**src/shared/ipi_pkg.sv**
```systemverilog
package ipi_pkg;

	// Source count and widths
	localparam int          NUM_SRC     = 14;
	localparam int          ID_W        = 4;
	localparam int          SFR_AW      = 8;
	localparam int          SFR_DW      = 8;

	// Special-function addresses, visible from every page
	localparam logic [7:0]  ADDR_PRIO_A = 8'hF6;
	localparam logic [7:0]  ADDR_PRIO_B = 8'hF7;
	localparam logic [7:0]  ADDR_PWR    = 8'h87;

	// Reset values
	localparam logic [7:0]  PRIO_A_RST  = 8'h00;
	localparam logic [7:0]  PRIO_B_RST  = 8'h00;
	localparam logic [7:0]  PWR_READ    = 8'h00;

	// Writable field mask, bit 7 reserved in both priority registers
	localparam logic [7:0]  PRIO_WMASK  = 8'h7F;
	localparam int          PRIO_FIELDS = 7;

	// First priority register fields
	localparam int          POS_SPI     = 0;
	localparam int          POS_SMBUS   = 1;
	localparam int          POS_ADC0_WIN = 2;
	localparam int          POS_CNT_ARR = 3;
	localparam int          POS_CMP0    = 4;
	localparam int          POS_CMP1    = 5;
	localparam int          POS_CMP2    = 6;

	// Second priority register fields
	localparam int          POS_TIMER3  = 0;
	localparam int          POS_ADC0_EOC = 1;
	localparam int          POS_TIMER4  = 2;
	localparam int          POS_ADC2_WIN = 3;
	localparam int          POS_ADC2_EOC = 4;
	localparam int          POS_CAN     = 5;
	localparam int          POS_UART1   = 6;

	// Power control fields
	localparam int          POS_IDLE    = 0;
	localparam int          POS_STOP    = 1;

	// Restart address after any reset
	localparam logic [15:0] RESET_VECTOR = 16'h0000;

	// Power modes
	typedef enum logic [1:0] {
		IPI_RUN,
		IPI_IDLE,
		IPI_STOP
	} ipi_mode_t;

endpackage

```
**src/ipi_ctrl.sv**
```systemverilog
`timescale 1ns/1ps

// Summary of operation
// - First priority register at 0xF6, all pages, resets to zero, bit 7 reserved.
// - First register bits 6..4 set comparator 2, 1, 0 priority; 1 is high.
// - First register bit 3 counter array, bit 2 ADC0 window priority.
// - First register bit 1 SMBus, bit 0 SPI priority; 1 is high.
// - Second priority register at 0xF7, all pages, resets to zero, bit 7 reserved.
// - Second register bit 6 sets UART1 priority.
// - Second register bit 5 sets CAN controller priority.
// - Second register bits 4 and 3 set ADC2 conversion and window priority.
// - Second register bits 2..0 set Timer 4, ADC0 conversion, Timer 3 priority.
// - Stop halts CPU, silences interrupts and timers, stops the oscillator.
// - Once the oscillator is off only a reset restarts operation.
// - Setting the idle bit halts the CPU after the setting instruction completes.
// - Idle keeps registers, memory and peripheral clocks running.
// - Enabled interrupt or reset pin ends idle; interrupt clears idle bit.
// - Interrupt wake services the request, then resumes after the idle-setting instruction.
// - Reset ending idle runs normal reset sequence from address 0x0000.
// - Running watchdog expiring during idle issues internal reset ending idle.
// - Power control bit 0 enters idle, bit 1 enters stop; both read zero.
// - Only a reset ends stop; an enabled missing-clock detector makes one.
// - Interrupt enabled only when global enable and its own mask are both set.
module ipi_ctrl #(
	parameter int NUM_SRC = ipi_pkg::NUM_SRC
) (
	input  wire logic                         mclk,
	input  wire logic                         rst_b,
	input  wire logic [ipi_pkg::SFR_AW-1:0]   sfr_addr,
	input  wire logic                         sfr_wr,
	input  wire logic                         sfr_rd,
	input  wire logic [ipi_pkg::SFR_DW-1:0]   sfr_wdata,
	output logic      [ipi_pkg::SFR_DW-1:0]   sfr_rdata,
	input  wire logic                         instr_done,
	input  wire logic [NUM_SRC-1:0]           irq_req,
	input  wire logic [NUM_SRC-1:0]           irq_mask,
	input  wire logic                         global_irq_enable,
	input  wire logic                         irq_ack,
	input  wire logic                         return_from_interrupt,
	input  wire logic                         watchdog_expire,
	input  wire logic                         mcd_expire,
	output logic                              irq_pend,
	output logic      [ipi_pkg::ID_W-1:0]     irq_id,
	output logic                              irq_high,
	output logic                              svc_high,
	output logic                              svc_low,
	output logic                              cpu_halt,
	output logic                              periph_clk_en,
	output logic                              osc_stop,
	output logic                              idle_mode,
	output logic                              stop_mode,
	output logic                              internal_reset
);

	////////////////////////////////////////////////////////////////////////////////
	// Register access decode

	function automatic logic hit(input logic [7:0] a, input logic [7:0] target);
		hit = (a == target);
	endfunction

	logic                         wr_prio_a;
	logic                         wr_prio_b;
	logic                         wr_pwr;

	assign wr_prio_a = sfr_wr && hit(sfr_addr, ipi_pkg::ADDR_PRIO_A);
	assign wr_prio_b = sfr_wr && hit(sfr_addr, ipi_pkg::ADDR_PRIO_B);
	assign wr_pwr    = sfr_wr && hit(sfr_addr, ipi_pkg::ADDR_PWR);

	////////////////////////////////////////////////////////////////////////////////
	// Priority registers

	logic [7:0]                   prio_a_r;
	logic [7:0]                   prio_a_nxt;
	logic [7:0]                   prio_b_r;
	logic [7:0]                   prio_b_nxt;
	logic [7:0]                   rdata_r;
	logic [7:0]                   rdata_nxt;

	always_comb begin
		prio_a_nxt = prio_a_r;
		prio_b_nxt = prio_b_r;
		if (wr_prio_a) begin
			prio_a_nxt = sfr_wdata & ipi_pkg::PRIO_WMASK;
		end
		if (wr_prio_b) begin
			prio_b_nxt = sfr_wdata & ipi_pkg::PRIO_WMASK;
		end
	end

	// Read data registered; power control always reads zero
	always_comb begin
		rdata_nxt = rdata_r;
		if (sfr_rd) begin
			if (hit(sfr_addr, ipi_pkg::ADDR_PRIO_A)) begin
				rdata_nxt = prio_a_r;
			end else if (hit(sfr_addr, ipi_pkg::ADDR_PRIO_B)) begin
				rdata_nxt = prio_b_r;
			end else if (hit(sfr_addr, ipi_pkg::ADDR_PWR)) begin
				rdata_nxt = ipi_pkg::PWR_READ;
			end else begin
				rdata_nxt = 8'h00;
			end
		end
	end

	always_ff @(posedge mclk or negedge rst_b) begin
		if (!rst_b) begin
			prio_a_r <= ipi_pkg::PRIO_A_RST;
			prio_b_r <= ipi_pkg::PRIO_B_RST;
			rdata_r  <= 8'h00;
		end else begin
			prio_a_r <= prio_a_nxt;
			prio_b_r <= prio_b_nxt;
			rdata_r  <= rdata_nxt;
		end
	end

	////////////////////////////////////////////////////////////////////////////////
	// Per-source priority level

	logic                         cmp2_priority;
	logic                         cmp1_priority;
	logic                         cmp0_priority;
	logic                         counter_array_priority;
	logic                         adc0_window_priority;
	logic                         smbus_priority;
	logic                         spi_priority;
	logic                         uart1_priority;
	logic                         can_priority;
	logic                         adc2_eoc_priority;
	logic                         adc2_window_priority;
	logic                         timer4_priority;
	logic                         adc0_eoc_priority;
	logic                         timer3_priority;
	logic [NUM_SRC-1:0]           src_high;

	assign cmp2_priority          = prio_a_r[ipi_pkg::POS_CMP2];
	assign cmp1_priority          = prio_a_r[ipi_pkg::POS_CMP1];
	assign cmp0_priority          = prio_a_r[ipi_pkg::POS_CMP0];
	assign counter_array_priority = prio_a_r[ipi_pkg::POS_CNT_ARR];
	assign adc0_window_priority   = prio_a_r[ipi_pkg::POS_ADC0_WIN];
	assign smbus_priority         = prio_a_r[ipi_pkg::POS_SMBUS];
	assign spi_priority           = prio_a_r[ipi_pkg::POS_SPI];
	assign uart1_priority         = prio_b_r[ipi_pkg::POS_UART1];
	assign can_priority           = prio_b_r[ipi_pkg::POS_CAN];
	assign adc2_eoc_priority      = prio_b_r[ipi_pkg::POS_ADC2_EOC];
	assign adc2_window_priority   = prio_b_r[ipi_pkg::POS_ADC2_WIN];
	assign timer4_priority        = prio_b_r[ipi_pkg::POS_TIMER4];
	assign adc0_eoc_priority      = prio_b_r[ipi_pkg::POS_ADC0_EOC];
	assign timer3_priority        = prio_b_r[ipi_pkg::POS_TIMER3];

	// Source index = field position, second register sources follow at +7
	assign src_high = {
		uart1_priority, can_priority, adc2_eoc_priority, adc2_window_priority,
		timer4_priority, adc0_eoc_priority, timer3_priority,
		cmp2_priority, cmp1_priority, cmp0_priority, counter_array_priority,
		adc0_window_priority, smbus_priority, spi_priority
	};

	////////////////////////////////////////////////////////////////////////////////
	// Request qualification and selection

	logic [NUM_SRC-1:0]           enabled_req;
	logic [NUM_SRC-1:0]           hi_req;
	logic [NUM_SRC-1:0]           lo_req;
	logic                         any_enabled;
	logic                         hi_found;
	logic                         lo_found;
	logic [ipi_pkg::ID_W-1:0]     hi_idx;
	logic [ipi_pkg::ID_W-1:0]     lo_idx;

	assign enabled_req = irq_req & irq_mask & {NUM_SRC{global_irq_enable}};
	assign any_enabled = |enabled_req;
	assign hi_req      = enabled_req & src_high;
	assign lo_req      = enabled_req & ~src_high;

	ipi_pick #(
		.N  (NUM_SRC),
		.IW (ipi_pkg::ID_W)
	) u_pick_hi (
		.req   (hi_req),
		.found (hi_found),
		.idx   (hi_idx)
	);

	ipi_pick #(
		.N  (NUM_SRC),
		.IW (ipi_pkg::ID_W)
	) u_pick_lo (
		.req   (lo_req),
		.found (lo_found),
		.idx   (lo_idx)
	);

	////////////////////////////////////////////////////////////////////////////////
	// Power mode sequencing

	ipi_pkg::ipi_mode_t           mode_r;
	ipi_pkg::ipi_mode_t           mode_nxt;
	logic                         idle_arm_r;
	logic                         idle_arm_nxt;
	logic                         stop_arm_r;
	logic                         stop_arm_nxt;
	logic                         ireset_r;
	logic                         ireset_nxt;

	always_comb begin
		mode_nxt     = mode_r;
		idle_arm_nxt = idle_arm_r | (wr_pwr & sfr_wdata[ipi_pkg::POS_IDLE]);
		stop_arm_nxt = stop_arm_r | (wr_pwr & sfr_wdata[ipi_pkg::POS_STOP]);
		ireset_nxt   = 1'b0;
		unique case (mode_r)
			ipi_pkg::IPI_RUN: begin
				// Entry waits for the setting instruction to finish
				if (instr_done && stop_arm_nxt) begin
					mode_nxt = ipi_pkg::IPI_STOP;
				end else if (instr_done && idle_arm_nxt) begin
					mode_nxt = ipi_pkg::IPI_IDLE;
				end
				if (instr_done) begin
					idle_arm_nxt = 1'b0;
					stop_arm_nxt = 1'b0;
				end
			end
			ipi_pkg::IPI_IDLE: begin
				idle_arm_nxt = 1'b0;
				stop_arm_nxt = 1'b0;
				if (any_enabled) begin
					mode_nxt = ipi_pkg::IPI_RUN;
				end
			end
			ipi_pkg::IPI_STOP: begin
				// Only the reset returning on rst_b leaves this state
				idle_arm_nxt = 1'b0;
				stop_arm_nxt = 1'b0;
			end
		endcase
		// Watchdog runs in run and idle; detector acts in any mode
		if (watchdog_expire && mode_r != ipi_pkg::IPI_STOP) begin
			ireset_nxt = 1'b1;
		end
		if (mcd_expire) begin
			ireset_nxt = 1'b1;
		end
	end

	always_ff @(posedge mclk or negedge rst_b) begin
		if (!rst_b) begin
			mode_r     <= ipi_pkg::IPI_RUN;
			idle_arm_r <= 1'b0;
			stop_arm_r <= 1'b0;
			ireset_r   <= 1'b0;
		end else begin
			mode_r     <= mode_nxt;
			idle_arm_r <= idle_arm_nxt;
			stop_arm_r <= stop_arm_nxt;
			ireset_r   <= ireset_nxt;
		end
	end

	////////////////////////////////////////////////////////////////////////////////
	// Two-level service tracking and request presentation

	logic                         svc_hi_r;
	logic                         svc_hi_nxt;
	logic                         svc_lo_r;
	logic                         svc_lo_nxt;
	logic                         pend_r;
	logic                         pend_nxt;
	logic [ipi_pkg::ID_W-1:0]     id_r;
	logic [ipi_pkg::ID_W-1:0]     id_nxt;
	logic                         high_r;
	logic                         high_nxt;

	always_comb begin
		svc_hi_nxt = svc_hi_r;
		svc_lo_nxt = svc_lo_r;
		// Return ends the innermost service, high before low
		if (return_from_interrupt) begin
			if (svc_hi_r) begin
				svc_hi_nxt = 1'b0;
			end else begin
				svc_lo_nxt = 1'b0;
			end
		end
		if (irq_ack && pend_r) begin
			if (high_r) begin
				svc_hi_nxt = 1'b1;
			end else begin
				svc_lo_nxt = 1'b1;
			end
		end
	end

	always_comb begin
		pend_nxt = 1'b0;
		id_nxt   = id_r;
		high_nxt = high_r;
		// Stop silences every request; an ack withdraws until service updates
		if (mode_nxt != ipi_pkg::IPI_STOP && !irq_ack) begin
			if (hi_found && !svc_hi_nxt) begin
				pend_nxt = 1'b1;
				id_nxt   = hi_idx;
				high_nxt = 1'b1;
			end else if (lo_found && !svc_hi_nxt && !svc_lo_nxt) begin
				pend_nxt = 1'b1;
				id_nxt   = lo_idx;
				high_nxt = 1'b0;
			end
		end
	end

	always_ff @(posedge mclk or negedge rst_b) begin
		if (!rst_b) begin
			svc_hi_r <= 1'b0;
			svc_lo_r <= 1'b0;
			pend_r   <= 1'b0;
			id_r     <= '0;
			high_r   <= 1'b0;
		end else begin
			svc_hi_r <= svc_hi_nxt;
			svc_lo_r <= svc_lo_nxt;
			pend_r   <= pend_nxt;
			id_r     <= id_nxt;
			high_r   <= high_nxt;
		end
	end

	////////////////////////////////////////////////////////////////////////////////
	// Registered mode outputs

	logic                         halt_r;
	logic                         pclk_r;
	logic                         osc_r;
	logic                         idle_r;
	logic                         stop_r;
	always_ff @(posedge mclk or negedge rst_b) begin
		if (!rst_b) begin
			halt_r <= 1'b0;
			pclk_r <= 1'b1;
			osc_r  <= 1'b0;
			idle_r <= 1'b0;
			stop_r <= 1'b0;
		end else begin
			halt_r <= (mode_nxt != ipi_pkg::IPI_RUN);
			pclk_r <= (mode_nxt != ipi_pkg::IPI_STOP);
			osc_r  <= (mode_nxt == ipi_pkg::IPI_STOP);
			idle_r <= (mode_nxt == ipi_pkg::IPI_IDLE);
			stop_r <= (mode_nxt == ipi_pkg::IPI_STOP);
		end
	end

	assign sfr_rdata      = rdata_r;
	assign irq_pend       = pend_r;
	assign irq_id         = id_r;
	assign irq_high       = high_r;
	assign svc_high       = svc_hi_r;
	assign svc_low        = svc_lo_r;
	assign cpu_halt       = halt_r;
	assign periph_clk_en  = pclk_r;
	assign osc_stop       = osc_r;
	assign idle_mode      = idle_r;
	assign stop_mode      = stop_r;
	assign internal_reset = ireset_r;

endmodule

```
**src/ipi_pick.sv**
```systemverilog
`timescale 1ns/1ps

// Lowest-index set request wins
module ipi_pick #(
	parameter int N  = 14,
	parameter int IW = 4
) (
	input  wire logic [N-1:0]  req,
	output logic               found,
	output logic [IW-1:0]      idx
);

	always_comb begin
		found = 1'b0;
		idx   = '0;
		for (int i = N - 1; i >= 0; i--) begin
			if (req[i]) begin
				found = 1'b1;
				idx   = IW'(i);
			end
		end
	end

endmodule

```
**config.mk**
```make
export PLATFORM = sky130hd
export DESIGN_NAME = ipi_ctrl
export DESIGN_NICKNAME = d
export VERILOG_FILES = /design/src/shared/ipi_pkg.sv /design/src/ipi_ctrl.sv /design/src/ipi_pick.sv
export SDC_FILE = /design/constraint.sdc
export NUM_CORES = 1
export LEC_CHECK = 0
export BUFFER_PORTS_ARGS = -buffer_cell sky130_fd_sc_hd__buf_2
export CAP_MARGIN = 20
export CORE_UTILIZATION = 51
export DETAILED_ROUTE_END_ITERATION = 10
export GPL_ROUTABILITY_DRIVEN = 0
export PLACE_DENSITY = 0.8
export SLEW_MARGIN = 30
export SYNTH_ARGS = -nofsm -noshare
export SYNTH_HDL_FRONTEND = slang
export SYNTH_SLANG_ARGS = --single-unit
```
**constraint.sdc**
```tcl
create_clock -name mclk -period 2.83 [get_ports mclk]
set_clock_uncertainty 0.05 [all_clocks]
set_input_delay 0.1415 -clock mclk [delete_from_list [all_inputs] [get_ports mclk]]
set_output_delay 0.1415 -clock mclk [all_outputs]
set_load 0.05 [all_outputs]
```
# Word level (Yosys, flattened, before mapping)
# Cells that the tools add are included.
[totals]
ff_bits = 39
latchBits = 0
mem_bits_rw = 0
romBits = 0
input_bits = 54
output_inout_bits = 22
n_memories = 0
[classes]
n_addsub = 0
mul = 0
div_mod_pow = 0
magnitude_cmp = 0
eq_ne = 9
shifts = 0
mux = 82
n_bitwise = 9
n_reduce_logical = 20
[ops]
columns = ["operator", "count"]
rows = [
  ["$mux 4", 30],
  ["$and 14x14->14", 4],
  ["$mux 1", 44],
  ["$eq 8x8->1 const B", 3],
  ["$mux 7", 2],
  ["$not 14->14", 1],
  ["$reduce_or 14->1", 1],
  ["$logic_and 1x1->1", 11],
  ["$mux 2", 3],
  ["$eq 2x1->1 const B", 2],
  ["$eq 2x2->1 const B", 2],
  ["$ne 2x2->1 const B", 2],
  ["$pmux 1 s2", 2],
  ["$pmux 2 s2", 1],
  ["$reduce_bool 2->1", 2],
  ["$logic_not 1->1", 3],
  ["$and 1x1->1", 2],
  ["$logic_not 2->1", 1],
  ["$or 1x1->1", 2],
  ["$reduce_and 2->1", 1],
  ["$reduce_or 2->1", 1],
]

# Depth between registers and ports, before layout
# Gate-level depths: netlist (run 1).
[logic_depth]
depth_word = 22
ltp_mapped = 10
depth_no_buf = 9

# Cells and area by module
# Synthesis (run 1) repeated with hierarchy kept, for this count alone.
[unflattened]
hier_cells = 258
area_unflattened_um2 = 2346.0
[by_module_without_submodules]
columns = ["mod", "instances", "cells_per_inst", "area_per_inst_um2"]
rows = [
  ["ipi_ctrl", 1, 206, 2008.2],
  ["ipi_pick", 2, 26, 168.9],
]

# Worst setup path after synthesis (run 1)
# OpenSTA, ideal clock, no wires.
[synth_path]
path_type = "flip-flop to flip-flop"
startpoint = "reg mode_r[1]"
endpoint = "reg id_r, in the netlist irq_id[0]"
setup_time_ns = 0.125
arrival_time_ns = 2.100
setup_slack_ns = 0.555
path_stages_with_launch = 11
path_buffers = 1
period_less_slack_ns = 2.275
cell_sequence = "dfrtp_1 > inv_1 > ha_1 > nor2b_1 > a31oi_1 > o211a_1 > a211o_1 > and2_4 > buf_6 > a211oi_4 > mux2_4"
[synth_via]
elab_chain_len = 6
word_cells_on_any_way = 9
classes_between = "eq/ne (2); mux (4); reduce/logical (3)"
[synth_lines]
columns = ["item", "line_no", "source"]
rows = [
  ["from (decl)", "ipi_ctrl.sv:199", "ipi_pkg::ipi_mode_t mode_r;"],
  ["from (signal assigned)", "ipi_ctrl.sv:250", "mode_r <= ipi_pkg::IPI_RUN;"],
  ["from (signal assigned)", "ipi_ctrl.sv:255", "mode_r <= mode_nxt;"],
  ["$mux 2", "ipi_ctrl.sv:218", "end else if (instr_done && idle_arm_nxt) begin"],
  ["$mux 2", "ipi_ctrl.sv:216", "if (instr_done && stop_arm_nxt) begin"],
  ["$pmux 2 s2 *", "ipi_ctrl.sv:213", "unique case (mode_r)"],
  ["via mode_nxt[1]", "ipi_ctrl.sv:200", "ipi_pkg::ipi_mode_t mode_nxt;"],
  ["$ne 2x2->1 *", "ipi_ctrl.sv:301", "if (mode_nxt != ipi_pkg::IPI_STOP && !irq_ack) begin"],
  ["$logic_and 1x1->1 *", "ipi_ctrl.sv:301", ""],
  ["$reduce_and 2->1 (no source line) *", "--", ""],
  ["to (signal assigned)", "ipi_ctrl.sv:325", "id_r <= id_nxt;"],
  ["to (decl)", "ipi_ctrl.sv:271", "logic [ipi_pkg::ID_W-1:0] id_r;"],
]
# The timed path passes the listed nets; every way through them passes the cells marked *.
# A chain may end at the register's enable or synchronous reset.

# Worst setup path in the final report (run 1)
# Same ends and word-level chain as after synthesis.

==> reports/results.ini, run 1 <==
[status]
run_status = finished, final reports clean

[synthesis]
synth_fp_nets = 298
postSynth.asyncResetShare_pct = 100.0
yosys_most_used_dff = sky130_fd_sc_hd__dfrtp_1
yosys-top-cells-area = sky130_fd_sc_hd__dfrtp_1, sky130_fd_sc_hd__mux2_2, sky130_fd_sc_hd__mux2i_1
yosys_register_bits = 38
synth_cells = 241
yosysWarningCount = 0
mapped_area_um2 = 2346
synth_enable_flop_cells = 0
synthesis.area_per_instance_um2 = 9.734
synth_area_leader_cell = sky130_fd_sc_hd__dfrtp_1
yosys.area.top_type_share_pct = 39.47
ys_seq_area_share_pct = 40.59
netlist-cell-type-count = 55

[die]
initial_core_util_pct = 53.51
fp.dieH_um = 69.83
design.core.area_um2 = 4384
die-width_um = 69.83
floorplan.die_area_um2 = 4876
io_pins = 76
std_cell_rows = 24

[final_layout]
count_of_non_filler_cells_in_the_finished_layout = 370
layout-drive-gt1-share_pct = 31.76
number_of_nets_in_the_final_layout = 374
fillCellCount = 358
commonest_cells_after_routing_fill_and_taps_aside = sky130_fd_sc_hd__buf_2, sky130_fd_sc_hd__dfrtp_1, sky130_fd_sc_hd__inv_1, sky130_fd_sc_hd__nand4_1, sky130_fd_sc_hd__mux2_2
commonest_non_fill_non_tap_cell_in_the_layout = sky130_fd_sc_hd__buf_2
synthToLayoutAreaGrowth_pct = 23.95
diodes = 0

[detailed_routing]
num_vias = 2258
drc_errors = 0
drt_iter0_drc = 146
via_cell_ratio = 6.103
detail_route.first_pass.iterations = 7
post_route_ant_nets = 0
wl_per_cell_um = 16.35
drt-total-wl_um = 6049

[sta]
final_min_period_over_clock_period_pct = 85.59
grt_setup_unrepaired = no
totalNegativeSetupSlack_ns = 0
fmaxAchievable_mhz = 412.8
slew_hr_pct = 44.52
report.final.slew_viol_count = 0
fin_crit_ns = 2.422
hold_violations = 0
finalSetupViolations = 0
max_slew.worst_pin.slew_ns = 0.8322

[setup_path]
slowest_stage = sky130_fd_sc_hd__dfrtp_1
cpLargestDelayFamily = compound AO/OA/AOI/OAI gates
setup.worst_path.class = reg2reg
worst-endpoint-required_ns = 2.97
timing.critical_path.to_type = flip-flop
crit_path_cell_trace = inv_1 > ha_1 > nor2b_1 > a31oi_1 > o211a_1 > a211o_1 > and2_4 > a211oi_4 > mux2_4
critical_path.n_buffers_inverters = 1
max_stage_delay_ns = 0.44
path_max_fanout = 6
cp_data_arrival_time_ns = 2.56
critPathLaunchType = flip-flop

[clock_network]
tritoncts.num_buffers = 5
clockRootBuffer = sky130_fd_sc_hd__clkbuf_8
clk_pin_slew_worst_paths_ns = 0.08
clock_tree_from_tritoncts = done
worst_skew_pair.late_latency_ns = 0.30
htreeDepth = 2
post-cts-setup-buffers = 0
cts.path.max_buffers = 2
cts_num_sinks = 38

[global_routing]
grt_antenna_before_repair = 0
grt_max_degree = 39
globalRouteTotalUtil_pct = 25.93
first_global_vias = 2138
grt-ovfl-total = 0
grt_pass1_wl_um = 9860

[power_and_ir_drop]
netSwitchingPower_uw = 514.4
power.sequential.fraction_pct = 38.3
leakagePower_uw = 0.001476
internal_power_uw = 1106
comb_power_share_pct = 25.9
cellPowerDensity_nw_per_um2 = 557.2
power.clock.fraction_pct = 35.8
vdd_drop_max_uv = 350.4
swShare_pct = 31.75

[placement]
numPortBuffers = 73
detailed_place_hpwl_um = 4626
placedCellCount = 359

[worst_hold_path]
min_path_type = in2reg

[flow_run]
drv_cap = 0

[metal layers]
layer / track usage [%] / part of all wire (%) / vias up
met5: 0 / 0 / -
met3: 5.523 / 6.4 / 18
met1: 33.14 / 43 / 1065
li1: - / - / 1067
met2: 42.09 / 48 / 108
met4: 11.78 / 2.6 / 0
[layout make-up]
cell class	instances	area (um^2)	share of cell area, %
clock buffers	6	82.58	2.840
clock inverters	2	60.06	2.065
inverters	20	75.07	2.582
multi-input cells	175	1270	43.67
flip-flops and latches	38	952.2	32.75
well taps	52	65.06	2.238
repair buffers	77	402.9	13.86
[kinds of logic after synthesis]
| family | count (synthesis) | synth area share [%] |
|---|---|---|
| flip-flops | 38 | 40.59 |
| multiplexers | 25 | 11.63 |
| buffers and inverters | 28 | 5.279 |
| AO/OA/AOI/OAI | 59 | 18.19 |
| other | 1 | 0.1598 |
| XOR/XNOR | 1 | 0.3734 |
| adder cells (fa/ha/maj) | 3 | 1.600 |
| AND/OR/NAND/NOR | 86 | 22.19 |
[state kept, by name (all words and copies together), names as in the netlist]
signal and flops:
svc_high 1, mode_r 2, stop_arm_r 1, idle_mode 1, idle_arm_r 1, cpu_halt 1, prio_a_r 7, irq_id 4
irq_high 1, stop_mode 1, sfr_rdata 7, internal_reset 1, prio_b_r 7, periph_clk_en 1, irq_pend 1, svc_low 1
[power by group through the flow]
stage	clock network, uW	registers (uW)	logic [uW]
3_5_place_dp	0	631	414
3_3_place_gp	0	628	407
4_1_cts	580	621	418
6_report	580	621	420
5_1_grt	614	626	448
2_1_floorplan	0	747	168
[cells in the mapped netlist (3+ instances only)]
master	instances
sky130_fd_sc_hd__dfrtp_1	37
sky130_fd_sc_hd__inv_1	20
sky130_fd_sc_hd__mux2_2	14
sky130_fd_sc_hd__nand4_1	14
sky130_fd_sc_hd__nand2_1	13
sky130_fd_sc_hd__o22ai_1	12
sky130_fd_sc_hd__mux2i_1	10
sky130_fd_sc_hd__nand3_1	10
sky130_fd_sc_hd__nor2_1	10
sky130_fd_sc_hd__and3_1	8
sky130_fd_sc_hd__o21ai_0	8
sky130_fd_sc_hd__nand4b_1	7
sky130_fd_sc_hd__o211ai_1	6
sky130_fd_sc_hd__a21o_1	5
sky130_fd_sc_hd__nand2b_1	4
sky130_fd_sc_hd__a22oi_1	3
sky130_fd_sc_hd__a31oi_1	3
sky130_fd_sc_hd__and4_1	3
sky130_fd_sc_hd__buf_2	3
sky130_fd_sc_hd__ha_1	3
sky130_fd_sc_hd__nor2b_1	3
sky130_fd_sc_hd__nor3_1	3
sky130_fd_sc_hd__o31ai_1	3
[final timing paths]
kind / from / to / slack [ns] / cells past startpoint
min: sfr_wdata[5] / prio_b_r[5] / 0.03 / 2
max: mode_r[1] / irq_id[0] / 0.41 / 9
min in group asynchronous: rst_b / svc_high / 0.43 / 2
max reg2reg: mode_r[1] / irq_id[0] / 0.41 / 9
min reg2reg: irq_id[0] / irq_id[0] / 0.46 / 1
max in group asynchronous: rst_b / prio_b_r[1] / 1.78 / 2
[per-stage QoR]
step / cell area [um^2] / setup WS, ns / util [%] / hold WS (ns) / total power [uW]
CTS: 2908 / 0.4162 / 66.32 / 0.03306 / 1619
detailed placement: 2735 / 0.4534 / 62.39 / 0.2374 / 1045
global route: 2908 / 0.2596 / 66.32 / 0.03928 / 1688
floorplan: 2346 / 0.5551 / - / -0.2041 / 914.9
finish: 2908 / 0.4078 / 66.32 / 0.03216 / 1620
global placement: 2735 / 0.4707 / 62.39 / 0.2307 / 1035
[repair_timing]
action                                 in CTS  in global routing
endpoints found under the hold margin      38                  0
hold buffers                                3                  0
gates resized for setup                     0                  0
Power figures use the tool's default switching activity.
==> run 2: changes to the inputs <==
--- a/config.mk
+++ b/config.mk
@@ -7,10 +7,9 @@
 export LEC_CHECK = 0
 export BUFFER_PORTS_ARGS = -buffer_cell sky130_fd_sc_hd__buf_2
 export CAP_MARGIN = 20
-export CORE_UTILIZATION = 51
+export CORE_UTILIZATION = 37
 export DETAILED_ROUTE_END_ITERATION = 10
 export GPL_ROUTABILITY_DRIVEN = 0
-export PLACE_DENSITY = 0.8
 export SLEW_MARGIN = 30
 export SYNTH_ARGS = -nofsm -noshare
 export SYNTH_HDL_FRONTEND = slang
==> run 2 against run 1 <==
Against the previous run:
- clock-buffer cell count is 2 higher
- critical path depth stayed put
- global-route usage shrank 6.5 points
- power fell by 12%
- hold slack got worse by 0.029 ns
- register-to-register slack hardly changed
- clock power down 33%
- combinational power about the same
- non-clock buffer count decreased by 1
- routed wire length grew 1.2%
- worst setup slack worse by 0.0012 ns
==> reports/results.ini, run 2 (same netlist as run 1, synthesis figures left out) <==
[status]
run_status = finished, final reports clean

[clock_network]
cts.repair.resized = 0  ; unchanged
post-cts-setup-buffers = 0  ; unchanged
cts_num_sinks = 38  ; unchanged
clock_tree_from_tritoncts = done
cts.path.max_buffers = 2  ; unchanged
clk_pin_slew_worst_paths_ns = 0.07  ; about the same
worst_skew_pair.late_latency_ns = 0.29  ; about the same
cts-hold-fix-buffers = 2  ; -1
tritoncts.num_buffers = 5  ; unchanged
htreeDepth = 2  ; unchanged
clockRootBuffer = sky130_fd_sc_hd__clkbuf_8

[setup_path]
cp_data_arrival_time_ns = 2.55  ; about the same
setup.worst_path.class = reg2reg
timing.critical_path.to_type = flip-flop
cp-startpoint = mode_r[1]
critical_path.reg2reg.startpoint = mode_r[1]
worst-endpoint-required_ns = 2.96  ; about the same
path_max_fanout = 6  ; unchanged
critPathLaunchType = flip-flop

[global_routing]
grt-ovfl-total = 0  ; unchanged
first_global_vias = 2082  ; -2.6%
grt_pass1_wl_um = 9611  ; -2.5%
globalRouteTotalUtil_pct = 19.46  ; -6.5 points
grt_max_degree = 39  ; unchanged
grt_antenna_before_repair = 0  ; unchanged

[sta]
fin_crit_ns = 2.423  ; +0.001234 ns
final_min_period_over_clock_period_pct = 85.63  ; about the same
totalNegativeSetupSlack_ns = 0  ; unchanged
hold_violations = 0  ; unchanged
report.final.slew_viol_count = 0  ; unchanged
grt_setup_unrepaired = no
max_slew.worst_pin.slew_ns = 0.5827  ; -0.2495 ns
fmaxAchievable_mhz = 412.6  ; about the same
slew_hr_pct = 61.01  ; +16 points
finalSetupViolations = 0  ; unchanged

[final_layout]
final_design_area_no_fill_um2 = 2877  ; -1.1%
diodes = 0  ; unchanged
layout-drive-gt1-share_pct = 31.23  ; -0.53 points
number_of_nets_in_the_final_layout = 373  ; -0.27%
commonest_cells_after_routing_fill_and_taps_aside = sky130_fd_sc_hd__buf_2, sky130_fd_sc_hd__dfrtp_1, sky130_fd_sc_hd__inv_1, sky130_fd_sc_hd__nand4_1, sky130_fd_sc_hd__mux2_2
synthToLayoutAreaGrowth_pct = 22.61
commonest_non_fill_non_tap_cell_in_the_layout = sky130_fd_sc_hd__buf_2
finish.utilization_pct = 47.74  ; -19 points

[detailed_routing]
drt-total-wl_um = 6120  ; +1.2%
wl_per_cell_um = 15.61  ; -4.5%
drt_iter0_drc = 99  ; -32%
via_cell_ratio = 5.617  ; -8.0%
drc_errors = 0  ; unchanged
post_route_ant_nets = 0  ; unchanged
detail_route.first_pass.iterations = 5  ; -2
num_vias = 2202  ; -2.5%

[die]
floorplan.die_area_um2 = 6663  ; +37%
io_pins = 76  ; unchanged
fp.dieH_um = 81.63  ; +17%
die-width_um = 81.63  ; +17%
design.core.area_um2 = 6026  ; +37%
std_cell_rows = 28  ; +17%
initial_core_util_pct = 38.93  ; -15 points

[power_and_ir_drop]
power.clock.fraction_pct = 27.2  ; -8.6 points
swShare_pct = 34.77  ; +3.0 points
internal_power_uw = 928.3  ; -16%
vdd_drop_max_uv = 231.3  ; -34%
netSwitchingPower_uw = 494.8  ; -3.8%
leakagePower_uw = 0.001448  ; -1.9%
cellPowerDensity_nw_per_um2 = 494.7  ; -11%
comb_power_share_pct = 29.3  ; +3.4 points
power.sequential.fraction_pct = 43.5  ; +5.2 points

[worst_hold_path]
start_point_of_the_worst_min_delay_path = watchdog_expire
min_path_type = in2reg

[placement]
place_area_um2 = 2764  ; +1.1%
detailed_place_hpwl_um = 4868  ; +5.2%
numPortBuffers = 73  ; unchanged

[flow_run]
drv_cap = 0  ; unchanged

[run 2: changes by cell type in the layout (fill, tap and decap cells not counted), sizes merged]
cell,delta
bufinv,-2
clkbuf,+2
dlygate4sd3,-1
[run 2: final timing paths]
kind / end / slack [ns] / depth (start not counted)
max: irq_id[0] / 0.41 / 9
min: internal_reset / 0.003 / 2
max reg2reg: irq_id[0] / 0.41 / 9
min reg2reg: irq_id[0] / 0.46 / 1
max in group asynchronous: periph_clk_en / 2.07 / 2
min in group asynchronous: irq_id[2] / 0.30 / 2
[run 2: stage by stage]
step / hold slack [ns] / instances / setup slack (ns) / power (uW)
after global routing: 0.004659 / 392 / 0.2891 / 1500
final: 0.002957 / 392 / 0.4066 / 1423
after CTS: 0.003833 / 392 / 0.4249 / 1440
after detailed placement: 0.2658 / 382 / 0.4389 / 1046
after floorplan: -0.2041 / 241 / 0.5551 / 914.9
after global placement: 0.2622 / 382 / 0.4396 / 1043
[run 2: power groups by stage]
stage                     Combinational (uW)  Clock [uW]  Sequential (uW)
after floorplan                          168           0              747
after global placement                   413           0              630
after detailed placement                 416           0              630
after CTS                                419         402              619
after global routing                     452         422              627
final                                    417         386              619
[run 2: area by class of cell]
cell class | count | area, um^2
clock buffer | 8 | 90.09
fill | 598 | 3149
inverter | 20 | 75.07
multi-input combinational | 175 | 1270
sequential | 38 | 952.2
tap | 75 | 93.84
timing repair buffer | 76 | 395.4
[run 2: worst max-delay path, stage by stage, from the launching register on]
cell and delay [ns]:
sky130_fd_sc_hd__dfrtp_1 0.45, sky130_fd_sc_hd__inv_1 0.11, sky130_fd_sc_hd__ha_1 0.20, sky130_fd_sc_hd__nor2b_1 0.15, sky130_fd_sc_hd__a31oi_1 0.05, sky130_fd_sc_hd__o211a_1 0.13, sky130_fd_sc_hd__a211o_1 0.32, sky130_fd_sc_hd__and2_4 0.20
sky130_fd_sc_hd__a211oi_4 0.32, sky130_fd_sc_hd__mux2_4 0.33
[run 2: routing by layer]
layer | track usage (%) | part of all wire, % | routed length (um) | vias up
li1 | - | - | - | 1065
met1 | 25.53 | 46 | 2812 | 1027
met2 | 30.17 | 45 | 2737 | 92
met3 | 4.111 | 6.2 | 382 | 18
met4 | 9.825 | 3.1 | 187 | 0
met5 | 0 | 0 | 0 | -
==> run 3: changes to the inputs <==
==> constraint.sdc (replaced) <==
create_clock -name mclk -period 3.15 [get_ports mclk]
set_clock_uncertainty 0.05 [all_clocks]
set_input_delay 0.1575 -clock mclk [delete_from_list [all_inputs] [get_ports mclk]]
set_output_delay 0.1575 -clock mclk [all_outputs]
set_load 0.05 [all_outputs]
==> run 3 against run 2 <==
Against the previous run:
- utilization about the same
- cell count is the same
- worst setup slack better by 0.35 ns
- first-iteration DRC count down 27%
- fmax rose by 1.1%
- critical endpoint unchanged
- clock power shrank 8.0%
- die area is the same
- routed wire length is 0.18% higher
- register-to-register slack improved by 0.35 ns
- cell area about the same
==> reports/results.ini, run 3 (same netlist as run 1, synthesis figures left out) <==
[sta]
slew_hr_pct = 59.61  ; -1.4 points
layout_setup_ws_ns = 0.7520  ; +0.3454 ns
finalSetupViolations = 0  ; unchanged
fin_crit_ns = 2.398  ; -0.02541 ns
whs_ns = 0.01133  ; +0.008372 ns
grt_setup_unrepaired = no
fmaxAchievable_mhz = 417.0  ; +1.1%
totalNegativeSetupSlack_ns = 0  ; unchanged
report.final.slew_viol_count = 0  ; unchanged
max_slew.worst_pin.slew_ns = 0.6036  ; +0.02085 ns
final_min_period_over_clock_period_pct = 76.13  ; -9.5 points
hold_violations = 0  ; unchanged

[global_routing]
grt-ovfl-total = 0  ; unchanged
grt_max_degree = 39  ; unchanged
grt_antenna_before_repair = 0  ; unchanged
grt_pass1_wl_um = 9701  ; +0.94%
first_global_vias = 2044  ; -1.8%
globalRouteTotalUtil_pct = 19.56  ; +0.094 points

[placement]
numPortBuffers = 73  ; unchanged
dp_worst_setup_slack_ns = 0.7683  ; +0.3294 ns
placedCellCount = 382  ; unchanged
detailed_place_hpwl_um = 4844  ; -0.50%

[clock_network]
tritoncts.num_buffers = 5  ; unchanged
cts_num_sinks = 38  ; unchanged
worst_skew_pair.late_latency_ns = 0.29  ; about the same
cts.path.max_buffers = 2  ; unchanged
post-cts-setup-buffers = 0  ; unchanged
htreeDepth = 2  ; unchanged
clockRootBuffer = sky130_fd_sc_hd__clkbuf_8
clock_tree_from_tritoncts = done
cts.repair.resized = 0  ; unchanged
clk_pin_slew_worst_paths_ns = 0.08  ; about the same
cts-hold-fix-buffers = 2  ; unchanged

[detailed_routing]
met2WireLength_um = 2708  ; -1.1%
num_vias = 2127  ; -3.4%
detail_route.first_pass.iterations = 4  ; -1
via_cell_ratio = 5.426  ; -3.4%
post_route_ant_nets = 0  ; unchanged
drt-total-wl_um = 6131  ; +0.18%
top_layer_used = met4
drt_iter0_drc = 72  ; -27%
wl_per_cell_um = 15.64  ; +0.18%
drc_errors = 0  ; unchanged
routedLengthMet1_um = 2964  ; +5.4%
wl_met3_um = 322  ; -16%

[setup_path]
critPathLaunchType = flip-flop
slowest_stage = sky130_fd_sc_hd__dfrtp_1
crit_path_cell_trace = inv_1 > ha_1 > nor2b_1 > a31oi_1 > o211a_1 > a211o_1 > and2_4 > a211oi_4 > mux2_4
cpLargestDelayFamily = compound AO/OA/AOI/OAI gates
critical_path.n_buffers_inverters = 1  ; unchanged
timing.critical_path.to_type = flip-flop
path_max_fanout = 6  ; unchanged
setup.worst_path.class = reg2reg
worst-endpoint-required_ns = 3.28  ; +0.32 ns
cp_data_arrival_time_ns = 2.53  ; -0.02 ns
max_stage_delay_ns = 0.44  ; about the same

[final_layout]
synthToLayoutAreaGrowth_pct = 22.67  ; about the same
fillCellCount = 633  ; +5.9%
layout-drive-gt1-share_pct = 31.55  ; +0.32 points
commonest_cells_after_routing_fill_and_taps_aside = sky130_fd_sc_hd__buf_2, sky130_fd_sc_hd__dfrtp_1, sky130_fd_sc_hd__inv_1, sky130_fd_sc_hd__nand4_1, sky130_fd_sc_hd__mux2_2
count_of_non_filler_cells_in_the_finished_layout = 392  ; unchanged
diodes = 0  ; unchanged
commonest_non_fill_non_tap_cell_in_the_layout = sky130_fd_sc_hd__buf_2
number_of_nets_in_the_final_layout = 373  ; unchanged

[die]
fp.dieH_um = 81.63  ; unchanged
initial_core_util_pct = 38.93  ; unchanged
io_pins = 76  ; unchanged
std_cell_rows = 28  ; unchanged
design.core.area_um2 = 6026  ; unchanged
die-width_um = 81.63  ; unchanged
floorplan.die_area_um2 = 6663  ; unchanged

[worst_hold_path]
min_path_type = in2reg

[power_and_ir_drop]
leakagePower_uw = 0.001451  ; +0.19%
cellPowerDensity_nw_per_um2 = 447.2  ; -9.6%
vdd_drop_max_uv = 306.7  ; +33%
total_power_uw = 1287  ; -9.6%

[flow_run]
drv_cap = 0  ; unchanged

[status]
run_status = finished, final reports clean

==> run 3: cell types whose count changed in the layout (fill, tap and decap cells not counted) <==
cell	delta
sky130_fd_sc_hd__clkbuf_1	-1
sky130_fd_sc_hd__clkinv_2	+1
==> run 3: final timing paths <==
| check | from | endpoint | slack (ns) | cells past startpoint |
|---|---|---|---|---|
| max | mode_r[1] | irq_id[0] | 0.75 | 9 |
| min | watchdog_expire | internal_reset | 0.01 | 2 |
| max reg2reg | mode_r[1] | irq_id[0] | 0.75 | 9 |
| min reg2reg | irq_id[0] | irq_id[0] | 0.46 | 1 |
| max in group asynchronous | rst_b | prio_a_r[4] | 2.38 | 2 |
| min in group asynchronous | rst_b | irq_id[3] | 0.30 | 2 |
==> run 3: power breakdown <==
group / total (uW) / leakage [uW] / internal [uW] / switching, uW
combinational: 375 / 0.000890 / 127 / 248
clock: 355 / 0.0000482 / 177 / 178
sequential: 557 / 0.000512 / 529 / 28.8
==> run 3: cell type report <==
cell class	count	area [um^2]	share of cell area (%)
clock buffer	7	86.33	3.000
clock inverter	1	5.005	0.1739
inverter	20	75.07	2.609
multi-input combinational	175	1270	44.13
sequential	38	952.2	33.09
tap	75	93.84	3.261
timing repair buffer	76	395.4	13.74
==> run 3: worst register-to-register path, stage by stage, from the launching register on <==
cell	delay, ns
sky130_fd_sc_hd__dfrtp_1	0.44
sky130_fd_sc_hd__inv_1	0.10
sky130_fd_sc_hd__ha_1	0.20
sky130_fd_sc_hd__nor2b_1	0.14
sky130_fd_sc_hd__a31oi_1	0.05
sky130_fd_sc_hd__o211a_1	0.13
sky130_fd_sc_hd__a211o_1	0.31
sky130_fd_sc_hd__and2_4	0.20
sky130_fd_sc_hd__a211oi_4	0.33
sky130_fd_sc_hd__mux2_4	0.33
==> run 3: metrics by stage <==
stage | instance area (um^2) | util, %
6_report | 2878 | 47.76
5_1_grt | 2878 | 47.76
4_1_cts | 2875 | 47.72
3_5_place_dp | 2764 | 45.87
3_3_place_gp | 2764 | 45.87
2_1_floorplan | 2346 | -
==> run 3: per-layer routing <==
metal,vias up,track usage [%]
met3,13,4.333
met2,68,31.00
met4,0,6.842
li1,1062,-
met5,-,0
met1,984,26.16
